File: config.mk
export PLATFORM = sky130hd
export DESIGN_NAME = pic_ctrl
export DESIGN_NICKNAME = d
export VERILOG_FILES = /design/src/common/pic_pkg.sv /design/src/hdl/pic_ctrl.sv /design/src/hdl/pic_mem.sv
export VERILOG_INCLUDE_DIRS = /design/src /design/src/common
export SDC_FILE = /design/constraint.sdc
export NUM_CORES = 1
export LEC_CHECK = 0
export BUFFER_PORTS_ARGS = -buffer_cell sky130_fd_sc_hd__buf_2
export CAP_MARGIN = 20
export CELL_PAD_IN_SITES_DETAIL_PLACEMENT = 0
export CELL_PAD_IN_SITES_GLOBAL_PLACEMENT = 1
export CORE_AREA = 2 2 130 132
export DETAILED_ROUTE_END_ITERATION = 6
export DIE_AREA = 0 0 132 134
export PLACE_DENSITY_LB_ADDON = 0.1
export SYNTH_ARGS = -nofsm -noshare
export SYNTH_HDL_FRONTEND = slang
export SYNTH_SLANG_ARGS = --single-unit
File: constraint.sdc
create_clock -name sys_clk -period 2.03 [get_ports sys_clk]
set_input_delay 0.1015 -clock sys_clk [delete_from_list [all_inputs] [get_ports sys_clk]]
set_output_delay 0.1015 -clock sys_clk [all_outputs]
set_load 0.1 [all_outputs]
File: src/common/pic_params.svh
// Constants for the reset and initialisation block of the I/O controller
`ifndef PIC_PARAMS_SVH
`define PIC_PARAMS_SVH
`define PIC_IOCLK_LOW_LIMIT      8
`define PIC_EXT_FLAG_BIT         7
`define PIC_EXT_REG_BIT          8
`define PIC_POLARITY_BIT         9
`define PIC_DEVCODE_LSB          10
`define PIC_DEVCODE_MSB          15
`define PIC_REQ_EN_COUNT         2
`define PIC_CFG_RESET            9'h000
`define PIC_REG_ADDR_CFG         32'h0000_0000
`define PIC_REG_ADDR_STATUS      32'h0000_0004
`define PIC_REG_ADDR_CTRL        32'h0000_0008
`define PIC_REG_ADDR_MEMDATA     32'h0000_000C
`define PIC_CTRL_SW_RESET_BIT    0
`define PIC_CTRL_REQ_EN_BIT      1
`define PIC_CTRL_IO_RESET_BIT    2
`endif

File: src/common/pic_pkg.sv
// Types shared by the reset and initialisation block
package pic_pkg;
  typedef enum logic [1:0] {
    PIC_ST_RESET = 2'b00,
    PIC_ST_ARMED = 2'b01,
    PIC_ST_INIT  = 2'b10,
    PIC_ST_RUN   = 2'b11
  } pic_state_t;
  typedef struct packed {
    logic       ext_flags;
    logic       ext_regs;
    logic       neg_polarity;
    logic [5:0] dev_code;
  } pic_cfg_t;
  typedef struct packed {
    logic int_disable;
    logic dch_request;
    logic busy;
    logic done;
  } pic_flags_t;
endpackage

File: src/hdl/pic_ctrl.sv
// Reset, initialisation and configuration loader of the I/O controller
//
// Added by the designer: the placing of the registers and the Wishbone slave port.
`timescale 1ns/1ns
`include "pic_params.svh"
module pic_ctrl
  import pic_pkg::*;
#(
  parameter int LOW_LIMIT = `PIC_IOCLK_LOW_LIMIT
) (
  input  wire logic        sys_clk,
  input  wire logic        reset_n,
  input  wire logic        phi1,
  input  wire logic        phi2,
  input  wire logic        io_clock,
  input  wire logic        io_input,
  input  wire logic [15:0] pdata,
  input  wire logic [31:0] wb_adr_i,
  input  wire logic [31:0] wb_dat_i,
  input  wire logic [3:0]  wb_sel_i,
  input  wire logic        wb_we_i,
  input  wire logic        wb_cyc_i,
  input  wire logic        wb_stb_i,
  output logic      [31:0] wb_dat_o,
  output logic             wb_ack_o,
  output logic      [3:0]  phase_q,
  output logic             initialized_q,
  output logic             ext_flags_q,
  output logic             ext_regs_q,
  output logic             neg_polarity_q,
  output logic      [5:0]  dev_code_q,
  output logic      [15:0] data_in_q
);
  // Elaboration check: the 8-bit low counter must reach the limit plus one
  if (LOW_LIMIT < 1 || LOW_LIMIT > 250) begin : g_bad_limit
    $error("LOW_LIMIT range");
  end

  ////////////////////////////////////////////////////////////////////////////
  // Input synchronisers: two flops before any logic reads them
  logic [1:0]  phi1_s_q;         // Phase one sync chain
  logic [1:0]  phi2_s_q;         // Phase two sync chain
  logic [1:0]  ioclk_s_q;        // IO clock sync chain
  logic [1:0]  ioin_s_q;         // Direction sync chain
  logic [15:0] pd_a_q;           // Data first stage
  logic [15:0] pd_b_q;           // Data second stage
  logic        phi1_old_q;       // Previous synced phase one
  logic        phi2_old_q;       // Previous synced phase two

  always_ff @(posedge sys_clk or negedge reset_n) begin
    if (!reset_n) begin
      phi1_s_q  <= 2'h0;
      phi2_s_q  <= 2'h0;
      ioclk_s_q <= 2'h3;
      ioin_s_q  <= 2'h0;
      pd_a_q    <= 16'h0000;
      pd_b_q    <= 16'h0000;
      phi1_old_q <= 1'b0;
      phi2_old_q <= 1'b0;
    end else begin
      phi1_s_q  <= {phi1_s_q[0], phi1};
      phi2_s_q  <= {phi2_s_q[0], phi2};
      ioclk_s_q <= {ioclk_s_q[0], io_clock};
      ioin_s_q  <= {ioin_s_q[0], io_input};
      pd_a_q    <= pdata;
      pd_b_q    <= pd_a_q;
      phi1_old_q <= phi1_s_q[1];
      phi2_old_q <= phi2_s_q[1];
    end
  end

  // Master-clock edges seen on either phase; only a phase one rise gives a tick
  wire phi1_rise = phi1_s_q[1] & ~phi1_old_q;
  wire phi2_rise = phi2_s_q[1] & ~phi2_old_q;
  wire mclk_tick = phi1_rise;
  wire ioclk_low = ~ioclk_s_q[1];
  wire receiving = ioin_s_q[1];

  ////////////////////////////////////////////////////////////////////////////
  // Register bus decode
  wire        wb_req    = wb_cyc_i & wb_stb_i & ~wb_ack_o;
  wire        wb_wr     = wb_req & wb_we_i & wb_sel_i[0];
  wire        hit_ctrl  = (wb_adr_i == `PIC_REG_ADDR_CTRL);
  wire        hit_cfg   = (wb_adr_i == `PIC_REG_ADDR_CFG);
  wire        hit_stat  = (wb_adr_i == `PIC_REG_ADDR_STATUS);
  wire        hit_mem   = (wb_adr_i == `PIC_REG_ADDR_MEMDATA);
  wire        ctrl_wr   = wb_wr & hit_ctrl;
  wire        sw_reset  = ctrl_wr & wb_dat_i[`PIC_CTRL_SW_RESET_BIT];
  wire        req_en    = ctrl_wr & wb_dat_i[`PIC_CTRL_REQ_EN_BIT];
  wire        io_reset  = ctrl_wr & wb_dat_i[`PIC_CTRL_IO_RESET_BIT];

  ////////////////////////////////////////////////////////////////////////////
  // Sequencer state
  pic_state_t state_q;            // Current state
  pic_state_t state_d;            // Next state
  logic [7:0] low_cnt_q;          // IO clock low length in master cycles
  logic [1:0] req_cnt_q;          // Request enables seen in reset
  pic_cfg_t   cfg_q;              // Latched configuration word
  logic       pol_q;              // Polarity in force
  pic_flags_t flags_q;            // Internal flags

  wire low_too_long = (low_cnt_q > 8'(LOW_LIMIT));
  // A long low line resets only while receiving; transmit-side low is illegal
  wire bus_reset = (state_q == PIC_ST_RUN) & low_too_long & receiving;
  wire load_cfg  = (state_q == PIC_ST_INIT);
  // Reset-state request enables; the second one starts initialisation
  wire second_re = req_en & (state_q == PIC_ST_ARMED);

  // Next state
  always_comb begin
    state_d = state_q;
    unique case (state_q)
      PIC_ST_RESET: if (req_en) state_d = PIC_ST_ARMED;
      PIC_ST_ARMED: if (req_en) state_d = PIC_ST_INIT;
      PIC_ST_INIT:  state_d = PIC_ST_RUN;
      PIC_ST_RUN: begin
        if (bus_reset || sw_reset) state_d = PIC_ST_RESET;
        else if (io_reset) state_d = PIC_ST_INIT;
      end
    endcase
  end

  // State register; asynchronous reset lands in cleared reset state
  always_ff @(posedge sys_clk or negedge reset_n) begin
    if (!reset_n) state_q <= PIC_ST_RESET;
    else          state_q <= state_d;
  end

  // Count master cycles with IO clock held low while running
  always_ff @(posedge sys_clk or negedge reset_n) begin
    if (!reset_n)                           low_cnt_q <= 8'h00;
    else if (!ioclk_low || state_q != PIC_ST_RUN) low_cnt_q <= 8'h00;
    else if (mclk_tick && !low_too_long)    low_cnt_q <= low_cnt_q + 8'h01;
  end

  // Request enables seen while reset, for status
  always_ff @(posedge sys_clk or negedge reset_n) begin
    if (!reset_n)                 req_cnt_q <= 2'h0;
    else if (state_q == PIC_ST_RUN) req_cnt_q <= 2'h0;
    else if (req_en && req_cnt_q != 2'(`PIC_REQ_EN_COUNT)) begin
      req_cnt_q <= req_cnt_q + 2'h1;
    end
  end

  ////////////////////////////////////////////////////////////////////////////
  // Configuration latch and polarity hand-over
  always_ff @(posedge sys_clk or negedge reset_n) begin
    if (!reset_n) begin
      cfg_q <= `PIC_CFG_RESET;
      pol_q <= 1'b0;
    end else begin
      if (load_cfg) begin
        cfg_q.ext_flags    <= ~pd_b_q[`PIC_EXT_FLAG_BIT];
        cfg_q.ext_regs     <= ~pd_b_q[`PIC_EXT_REG_BIT];
        cfg_q.neg_polarity <= pd_b_q[`PIC_POLARITY_BIT];
        // Negative logic: high on a line reads as zero
        cfg_q.dev_code <= ~pd_b_q[`PIC_DEVCODE_MSB:`PIC_DEVCODE_LSB];
      end
      // Old polarity holds through the load; new one one cycle later
      if (state_q == PIC_ST_RUN) pol_q <= cfg_q.neg_polarity;
    end
  end

  ////////////////////////////////////////////////////////////////////////////
  // Flags cleared by any initialisation or reset entry
  wire clear_all = load_cfg | (state_q == PIC_ST_RESET);
  always_ff @(posedge sys_clk or negedge reset_n) begin
    if (!reset_n)       flags_q <= '0;
    else if (clear_all) flags_q <= '0;
  end

  // Word count and address registers
  logic [15:0] mem_rdata;
  wire         mem_we = wb_wr & hit_mem & (state_q == PIC_ST_RUN);
  pic_mem #(.WIDTH(16), .DEPTH(2)) u_mem (
    .sys_clk (sys_clk),
    .reset_n (reset_n),
    .clr     (clear_all),
    .we      (mem_we),
    .addr    (wb_dat_i[16]),
    .wdata   (wb_dat_i[15:0]),
    .rdata   (mem_rdata)
  );

  ////////////////////////////////////////////////////////////////////////////
  // Four-phase clock from the phi pair, held at zero while not running
  wire clk_run = (state_q == PIC_ST_RUN);
  always_ff @(posedge sys_clk or negedge reset_n) begin
    if (!reset_n)     phase_q <= 4'h0;
    else if (!clk_run) phase_q <= 4'h0;
    else if (phi1_rise) phase_q <= 4'h1;
    else if (phi1_s_q[1] == 1'b0 && phi1_old_q) phase_q <= 4'h2;
    else if (phi2_rise) phase_q <= 4'h4;
    else if (phi2_s_q[1] == 1'b0 && phi2_old_q) phase_q <= 4'h8;
  end

  ////////////////////////////////////////////////////////////////////////////
  // Registered outputs
  wire [31:0] rd_mux =
    hit_cfg  ? {23'h0, cfg_q} :
    hit_stat ? {20'h0, req_cnt_q, state_q, flags_q, pol_q, 3'h0} :
    hit_mem  ? {16'h0, mem_rdata} : 32'h0000_0000;

  always_ff @(posedge sys_clk or negedge reset_n) begin
    if (!reset_n) begin
      wb_ack_o       <= 1'b0;
      wb_dat_o       <= 32'h0000_0000;
      initialized_q  <= 1'b0;
      ext_flags_q    <= 1'b0;
      ext_regs_q     <= 1'b0;
      neg_polarity_q <= 1'b0;
      dev_code_q     <= 6'h00;
      data_in_q      <= 16'h0000;
    end else begin
      wb_ack_o       <= wb_req;
      wb_dat_o       <= (wb_req && !wb_we_i) ? rd_mux : 32'h0000_0000;
      initialized_q  <= clk_run;
      ext_flags_q    <= cfg_q.ext_flags;
      ext_regs_q     <= cfg_q.ext_regs;
      neg_polarity_q <= pol_q;
      dev_code_q     <= cfg_q.dev_code;
      // Data presented in the polarity in force
      data_in_q      <= pol_q ? ~pd_b_q : pd_b_q;
    end
  end

  ////////////////////////////////////////////////////////////////////////////
  // Assertions
  property p_power_up;
    @(posedge sys_clk) $rose(reset_n) |-> state_q == PIC_ST_RESET;
  endproperty
  a_power_up: assert property (p_power_up) else $error("not in reset");

  property p_halt;
    @(posedge sys_clk) disable iff (!reset_n)
      state_q == PIC_ST_RESET |=> phase_q == 4'h0;
  endproperty
  a_halt: assert property (p_halt) else $error("phase ran in reset");

  property p_bus_reset;
    @(posedge sys_clk) disable iff (!reset_n)
      bus_reset |=> state_q == PIC_ST_RESET;
  endproperty
  a_bus_reset: assert property (p_bus_reset)
    else $error("no bus reset");

  property p_init_run;
    @(posedge sys_clk) disable iff (!reset_n)
      state_q == PIC_ST_INIT |=> clk_run ##1 initialized_q;
  endproperty
  a_init_run: assert property (p_init_run)
    else $error("clock not started");

  property p_clear;
    @(posedge sys_clk) disable iff (!reset_n)
      load_cfg |=> flags_q == '0 ##1 mem_rdata == 16'h0000;
  endproperty
  a_clear: assert property (p_clear) else $error("not cleared");

  property p_two_re;
    @(posedge sys_clk) disable iff (!reset_n)
      second_re |=> state_q == PIC_ST_INIT;
  endproperty
  a_two_re: assert property (p_two_re) else $error("no init");

  property p_io_reset;
    @(posedge sys_clk) disable iff (!reset_n)
      (state_q == PIC_ST_RUN && io_reset && !bus_reset && !sw_reset)
        |=> load_cfg;
  endproperty
  a_io_reset: assert property (p_io_reset) else $error("no reload");

  property p_devcode;
    @(posedge sys_clk) disable iff (!reset_n)
      load_cfg |=> cfg_q.dev_code == ~$past(pd_b_q[15:10]);
  endproperty
  a_devcode: assert property (p_devcode) else $error("bad code");

  property p_pol_hold;
    @(posedge sys_clk) disable iff (!reset_n)
      load_cfg |=> pol_q == $past(pol_q);
  endproperty
  a_pol_hold: assert property (p_pol_hold)
    else $error("early polarity");

  property p_ext_flags;
    @(posedge sys_clk) disable iff (!reset_n)
      load_cfg |=> cfg_q.ext_flags == !$past(pd_b_q[7])
        ##1 ext_flags_q == cfg_q.ext_flags;
  endproperty
  a_ext_flags: assert property (p_ext_flags)
    else $error("bad flag sel");

  c_init: cover property (@(posedge sys_clk) second_re);
  c_bus_rst: cover property (@(posedge sys_clk) bus_reset);
  c_io_rst: cover property (@(posedge sys_clk) io_reset && clk_run);
endmodule

File: src/hdl/pic_mem.sv
// Small memory holding the word count and address registers
`timescale 1ns/1ns
module pic_mem
  import pic_pkg::*;
#(
  parameter int WIDTH = 16,
  parameter int DEPTH = 2
) (
  input  wire logic                     sys_clk,
  input  wire logic                     reset_n,
  input  wire logic                     clr,
  input  wire logic                     we,
  input  wire logic [$clog2(DEPTH)-1:0] addr,
  input  wire logic [WIDTH-1:0]         wdata,
  output logic      [WIDTH-1:0]         rdata
);
  // Elaboration check: depth must fill the address width exactly
  if (DEPTH < 2 || WIDTH < 1 || (DEPTH & (DEPTH - 1)) != 0) begin : g_bad_size
    $error("pic_mem bad size");
  end
  // Storage words
  logic [WIDTH-1:0] mem_q [DEPTH];
  // Clear is a whole-array wipe, so storage stays in flops not RAM
  always_ff @(posedge sys_clk or negedge reset_n) begin
    if (!reset_n) begin
      for (int i = 0; i < DEPTH; i++) mem_q[i] <= '0;
      rdata <= '0;
    end else if (clr) begin
      for (int i = 0; i < DEPTH; i++) mem_q[i] <= '0;
      rdata <= '0;
    end else begin
      if (we) mem_q[addr] <= wdata;
      rdata <= mem_q[addr];
    end
  end
endmodule

==> flow_metrics.py, run 1 <==
metrics = {
    "outcome": {
        "status": "complete, no violations",
    },
    "logic_synthesis": {
        "ys_seq_area_share_pct": 67.34,
        "synth_edf_count": 0,
        "synth_ff_type": "dfrtp_1",
        "synth.avg_cell_area_sq_um": 12.24,
        "synth-seq-cells": 159,
        "synth.area.top_cells": "dfrtp_1 66%, nand2_1 4.6%, mux2i_1 4.1%",
        "yosysTopAreaCell": "dfrtp_1",
        "yosys_warnings": 0,
        "yosysTopAreaCellShare_pct": 66.46,
        "syn_inst": 483,
        "syn-cell-area_sq_um": 5912,
        "synth.distinct_cells": 45,
        "synthArstFlopShare_pct": 100.0,
    },
    "sta": {
        "fin_crit_sh_pct": 90.18,
        "tns_ps": 0,
        "hold_ws_ps": 21.05,
        "rsz0062_at_grt": "false",
        "final_hold_viol_count": 0,
        "finalSetupViolations": 0,
        "relSlewSlack_pct": 65.39,
        "fmax_mhz": 546.3,
        "layout_setup_ws_ps": 199.4,
        "skew_ps": 8.049,
        "slew_viol_final": 0,
        "max_slew.worst_pin.slew_ps": 519.2,
        "period_needed_ps": 1831,
    },
    "floorplanning": {
        "die_y_um": 134,
        "initial_core_util_pct": 36.29,
        "die-area_sq_um": 17690,
        "rows": 47,
        "ios": 156,
        "die_w_um": 132,
        "coreArea_sq_um": 16290,
    },
    "setup_path": {
        "critical_path_class": "reg2reg",
        "crit_top_cell": "buf_4",
        "critPathLaunchType": "flop",
        "slowest_delay_ps": 390,
        "slowest_stage": "dfrtp_2",
        "required_ps": 2320,
        "crit_fanout": 14,
        "arrival_ps": 2120,
        "cp_cell_sequence": "and3b_1 > nand3_2 > buf_4 > nor4b_4 > buf_4 > o21ai_0",
        "crit_path_end_kind": "flop",
    },
    "power_and_ir_drop": {
        "power_w": 0.007287,
        "powerDensity_nw_per_um2": 926.5,
        "irDropWorstVdd_mv": 0.5980,
        "power_leakage_nw": 3.871,
    },
    "global_route": {
        "grt.busiest_layer": "met2",
        "grt_max_degree": 76,
        "gr-usage-all-layers_pct": 15.80,
        "grt.met2_usage_pct": 25.03,
        "grt_overflow_total": 0,
        "grt_pass1_wl_um": 21740,
        "first_global_vias": 4179,
        "grtUsageMet1_pct": 20.86,
        "use_met3_pct": 4.837,
        "antenna_found_initial": 0,
    },
    "routing": {
        "ant_nets": 0,
        "vias": 3966,
        "viasPerCell": 4.461,
        "drc_errors": 0,
        "wirelength_um": 12860,
        "dr.pass1.iters": 5,
        "drtIter0Drc": 156,
        "post_drt_wl_per_cell_um": 14.46,
    },
    "clocking": {
        "path_clk_slew_ps": 60,
        "numCtsBuffers": 17,
        "cts_tree": "yes",
        "cts_buffer_depth": 2,
        "clock_latency_ps": 420,
        "htree_num_levels": 4,
        "post_cts_buffers": 0,
        "clock_tree.root_cell": "clkbuf_16",
        "clock-sinks": 159,
    },
    "placed_design": {
        "pre_cts_ws_ps": 120.6,
        "hpwlAfterDp_um": 8642,
        "numPortBuffers": 121,
        "gp_congestion": 0.7115,
    },
    "finish": {
        "synthToLayoutAreaGrowth_pct": 33.04,
        "drive_gt1_share_pct": 27.35,
        "antenna_cells": 0,
        "fin_nets": 752,
    },
    "hold_path": {
        "min-delay-path-class": "in2reg",
    },
    "job": {
        "maxCapViolCount": 0,
    },
}
[worst paths after layout]
path	start	end	slack, ps	cells past startpoint
max	wb_ack_o$_DFF_PN0_	u_mem.mem_q[13]$_DFFE_PN0P_	200	6
min	wb_cyc_i	wb_ack_o$_DFF_PN0_	20	2
max reg2reg	wb_ack_o$_DFF_PN0_	u_mem.mem_q[13]$_DFFE_PN0P_	200	6
min reg2reg	phi2_s_q[0]$_DFF_PN0_	phi2_s_q[1]$_DFF_PN0_	340	0
max in group asynchronous	reset_n	pd_b_q[3]$_DFF_PN0_	1230	3
min in group asynchronous	reset_n	phase_q[3]$_DFFE_PN0P_	130	2
[metrics by stage]
step	cell area [sq um]	utilization, %	cells
2_1_floorplan	5992	-	498
4_1_cts	7859	48.24	889
3_5_place_dp	6832	41.94	820
3_3_place_gp	6832	41.94	820
6_report	7865	48.28	889
5_1_grt	7865	48.28	889
[synth_stat cells, types with 4 or more instances]
cell type and n:
nor3_1 5, a22oi_1 7, nand3_1 7, o21ai_0 37, clkbuf_1 16, inv_1 8, nor2b_1 17, nor4_1 8
nor2_1 23, buf_4 16, nand2b_1 10, and2_1 5, nand2_1 73, xor2_1 17, dfrtp_1 157, and3_1 4
a21oi_1 8, mux2i_1 24
[registers in the layout (all words and copies together) (netlist names), 4 cells and up]
name	flops
wb_dat_o	16
u_mem.rdata	16
pd_a_q	16
phase_q	4
dev_code_q	6
low_cnt_q	8
pd_b_q	16
data_in_q	16
u_mem.mem_q	32
cfg_q	9
[what timing repair did]
action                                 CTS  global route
resized for setup                        0             1
endpoints found under the hold margin  210             0
setup endpoints to repair                0             2
hold buffers                            37             0
[where the power goes]
group | total, W | internal (W) | switching, W
combinational | 0.000552 | 0.000147 | 0.000406
sequential | 0.00325 | 0.00323 | 0.0000227
clock | 0.00348 | 0.00228 | 0.00120
[cells in the final DEF (no fill, tap or decap), types with 3 or more instances in the layout]
master | synthesis | layout
dfrtp_1 | 157 | 156
buf_2 | 2 | 120
nand2_1 | 73 | 73
o21ai_0 | 37 | 37
dlygate4sd3_1 | 0 | 37
mux2i_1 | 24 | 24
nor2_1 | 23 | 23
nor2b_1 | 17 | 17
xor2_1 | 17 | 17
clkbuf_16 | 0 | 17
buf_4 | 16 | 17
conb_1 | 1 | 16
nand2b_1 | 10 | 10
inv_1 | 8 | 8
a21oi_1 | 8 | 8
nor4_1 | 8 | 7
a22oi_1 | 7 | 7
nand3_1 | 7 | 6
and2_1 | 5 | 5
nor3_1 | 5 | 5
bufinv_16 | 0 | 5
and3_1 | 4 | 4
a21boi_0 | 3 | 3
ha_1 | 3 | 3
clkbuf_8 | 0 | 3
clkinv_2 | 0 | 3
[logic make-up (layout without fill, tap and decap cells)]
| group | Yosys count | in the layout | synth area share [%] |
|---|---|---|---|
| buf+inv | 46 | 217 | 4.148 |
| mux | 26 | 26 | 4.444 |
| fa+ha+maj | 3 | 3 | 0.6350 |
| other cells | 1 | 16 | 0.06343 |
| simple gates | 168 | 168 | 14.60 |
| flops | 159 | 159 | 67.34 |
| compound gates | 61 | 61 | 5.947 |
| xor+xnor | 19 | 19 | 2.815 |
[critical path: cells and delay by family, from the launching register on]
| kind | cells | cell delay (ps) |
|---|---|---|
| buffers and inverters | 2 | 490 |
| DFF | 1 | 390 |
| AOI/OAI and AO/OA | 1 | 130 |
| and+or+nand+nor | 3 | 680 |
[area by class of cell]
| cell class | instances | area [sq um] |
|---|---|---|
| multi-input combinational | 293 | 1770 |
| sequential | 159 | 3983 |
| timing repair buffer | 177 | 1150 |
| tap | 220 | 275.3 |
| clock inverter | 10 | 182.7 |
| inverter | 8 | 30.03 |
| clock buffer | 22 | 474.2 |
| fill | 1563 | 8424 |
[routing by layer]
layer | part of all wire [%] | wire [um]
met5 | 0 | 0
met4 | 0.99 | 127
met3 | 4.6 | 593
met2 | 48 | 6178
met1 | 46 | 5959
No activity file was read; power rests on OpenSTA's default activity.
==> inputs of run 2 (changes only) <==
--- a/config.mk
+++ b/config.mk
@@ -10,9 +10,9 @@
 export CAP_MARGIN = 20
 export CELL_PAD_IN_SITES_DETAIL_PLACEMENT = 0
 export CELL_PAD_IN_SITES_GLOBAL_PLACEMENT = 1
-export CORE_AREA = 2 2 130 132
+export CORE_AREA = 2 2 119 121
 export DETAILED_ROUTE_END_ITERATION = 6
-export DIE_AREA = 0 0 132 134
+export DIE_AREA = 0 0 121 123
 export PLACE_DENSITY_LB_ADDON = 0.1
 export SYNTH_ARGS = -nofsm -noshare
 export SYNTH_HDL_FRONTEND = slang
==> constraint.sdc (replaced) <==
create_clock -name sys_clk -period 2.2 [get_ports sys_clk]
set_input_delay 0.11 -clock sys_clk [delete_from_list [all_inputs] [get_ports sys_clk]]
set_output_delay 0.11 -clock sys_clk [all_outputs]
set_load 0.1 [all_outputs]
==> run 2 against run 1 <==
Compared with the run above: final area is 1.7% lower; worst hold slack got worse by 2.6 ps; utilization is 8.5 points higher; clock skew is 2.3 ps lower; setup slack better by 8.0 ps; via count down 0.93%.
==> flow_metrics.py, run 2 (synthesis gave the netlist of run 1 again) <==
metrics = {
    "clocking": {
        "cts_buffer_depth": 2,
        "clock-sinks": 159,
        "clock_latency_ps": 420,
        "path_clk_slew_ps": 60,
        "htree_num_levels": 4,
        "post_cts_buffers": 0,
        "numCtsBuffers": 17,
        "cts_tree": "yes",
        "clock_tree.root_cell": "clkbuf_16",
    },
    "finish": {
        "regMostFlops": "u_mem.mem_q",
        "final-instance-count-excl-fill": 850,
        "final_common_cell": "dfrtp_1",
        "synthToLayoutAreaGrowth_pct": 30.84,
        "drive_gt1_share_pct": 27.16,
        "fill_cells": 1187,
        "largest_reg_flops": 32,
        "antenna_cells": 0,
        "final_cell_mix": "156 x dfrtp_1, 120 x buf_2, 73 x nand2_1",
        "fin_nets": 753,
    },
    "global_route": {
        "grt_max_degree": 56,
        "grt_pass1_wl_um": 20270,
        "gr-usage-all-layers_pct": 17.96,
        "antenna_found_initial": 0,
        "first_global_vias": 3944,
        "grt_overflow_total": 0,
    },
    "placed_design": {
        "placed_cells": 780,
        "hpwlAfterDp_um": 8339,
        "gp_congestion": 0.7818,
        "numPortBuffers": 121,
    },
    "sta": {
        "fin_crit_sh_pct": 90.57,
        "fmax_mhz": 501.9,
        "relSlewSlack_pct": 62.54,
        "tns_ps": 0,
        "final_hold_viol_count": 0,
        "max_slew.worst_pin.slew_ps": 561.9,
        "finalSetupViolations": 0,
        "period_needed_ps": 1993,
        "slew_viol_final": 0,
        "skew_ps": 5.729,
        "rsz0062_at_grt": "false",
    },
    "outcome": {
        "status": "complete, no violations",
    },
    "hold_path": {
        "hold_end": "wb_ack_o$_DFF_PN0_",
        "hold_depth": 2,
        "holdCritStartpoint": "wb_stb_i",
        "min-delay-path-class": "in2reg",
    },
    "setup_path": {
        "required_ps": 2530,
        "crit_fanout": 7,
        "crit_path_end_kind": "flop",
        "critPathLaunchType": "flop",
        "reg2reg_setup_slack_ps": 210,
        "reg2regPathDepth": 6,
        "r2r-start": "wb_ack_o$_DFF_PN0_",
        "regToRegEndpoint": "u_mem.mem_q[31]$_DFFE_PN0P_",
        "critical_path_class": "reg2reg",
        "arrival_ps": 2320,
    },
    "routing": {
        "dr.pass1.iters": 6,
        "drtIter0Drc": 210,
        "drc_errors": 0,
        "viasPerCell": 4.622,
        "post_drt_wl_per_cell_um": 14.52,
        "ant_nets": 0,
        "vias": 3929,
        "wirelength_um": 12340,
    },
    "power_and_ir_drop": {
        "irDropWorstVdd_mv": 0.5624,
        "powerDensity_nw_per_um2": 826.4,
        "power_w": 0.006393,
        "power_leakage_nw": 3.833,
    },
    "floorplanning": {
        "die_y_um": 123,
        "die-area_sq_um": 14880,
        "rows": 43,
        "coreArea_sq_um": 13610,
        "ios": 156,
        "die_w_um": 121,
        "initial_core_util_pct": 43.43,
    },
    "job": {
        "maxCapViolCount": 0,
    },
}
run 2: cell types whose count changed in the layout (fill, tap and decap cells not counted), sizes merged:
cell / before / now
bufinv: 5 / 2
inv: 8 / 11
dlygate4sd3: 37 / 38
clkinvlp: 0 / 2
clkbuf: 22 / 20
run 2: final cells by class:
cell class / count / area [sq um] / share of cell area (%)
Sequential cell: 159 / 3983 / 51.49
Clock buffer: 20 / 456.7 / 5.904
Inverter: 8 / 30.03 / 0.3882
Tap cell: 180 / 225.2 / 2.912
Multi-Input combinational cell: 293 / 1759 / 22.74
Timing Repair Buffer: 178 / 1147 / 14.83
Clock inverter: 12 / 133.9 / 1.731
run 2: how the worst max path moves through the flow:
stage / start / end / slack [ps] / depth (start not counted)
finish: wb_ack_o$_DFF_PN0_ / u_mem.mem_q[31]$_DFFE_PN0P_ / 210 / 6
CTS: wb_ack_o$_DFF_PN0_ / u_mem.mem_q[31]$_DFFE_PN0P_ / 180 / 6
global route: wb_ack_o$_DFF_PN0_ / u_mem.mem_q[27]$_DFFE_PN0P_ / 30 / 6
floorplan: wb_ack_o$_DFF_PN0_ / state_q[1]$_DFFE_PN0P_ / 40 / 4
global placement: wb_ack_o$_DFF_PN0_ / u_mem.mem_q[29]$_DFFE_PN0P_ / 250 / 6
detailed placement: wb_ack_o$_DFF_PN0_ / u_mem.mem_q[31]$_DFFE_PN0P_ / 200 / 6
run 2: layer usage:
layer	part of all wire (%)	vias to the layer above	global-route usage [%]
li1	-	1922	-
met1	46	1910	23.71
met2	49	79	28.65
met3	3.6	18	4.382
met4	1.9	0	7.340
met5	0	-	0
run 2: critical path: stages, from the launching register on:
cell	delay [ps]
dfrtp_2	390
and3b_1	260
nand3_1	310
nor4_4	570
buf_4	250
nand2_1	50
o21ai_0	80
run 2: power breakdown:
group	leakage [nW]	total, W	internal, W	switching, W
combinational	1.47	0.000508	0.000135	0.000373
sequential	2.07	0.00300	0.00298	0.0000216
clock	0.287	0.00288	0.00174	0.00114
run 2: metrics by stage:
stage	util, %	cell area [sq um]	setup slack, ps	hold WS [ps]
2_1_floorplan	-	5987	43.20	-185.6
3_3_place_gp	49.69	6764	248.2	94.04
5_1_grt	56.83	7735	25.64	45.91
3_5_place_dp	49.69	6764	200.0	95.08
4_1_cts	56.83	7735	184.2	5.630
6_report	56.83	7735	207.4	18.42
run 2: what timing repair did:
item,CTS,global route
resized for setup,0,0
setup endpoints to repair,0,0
hold buffers,38,0
hold endpoints to repair,103,0
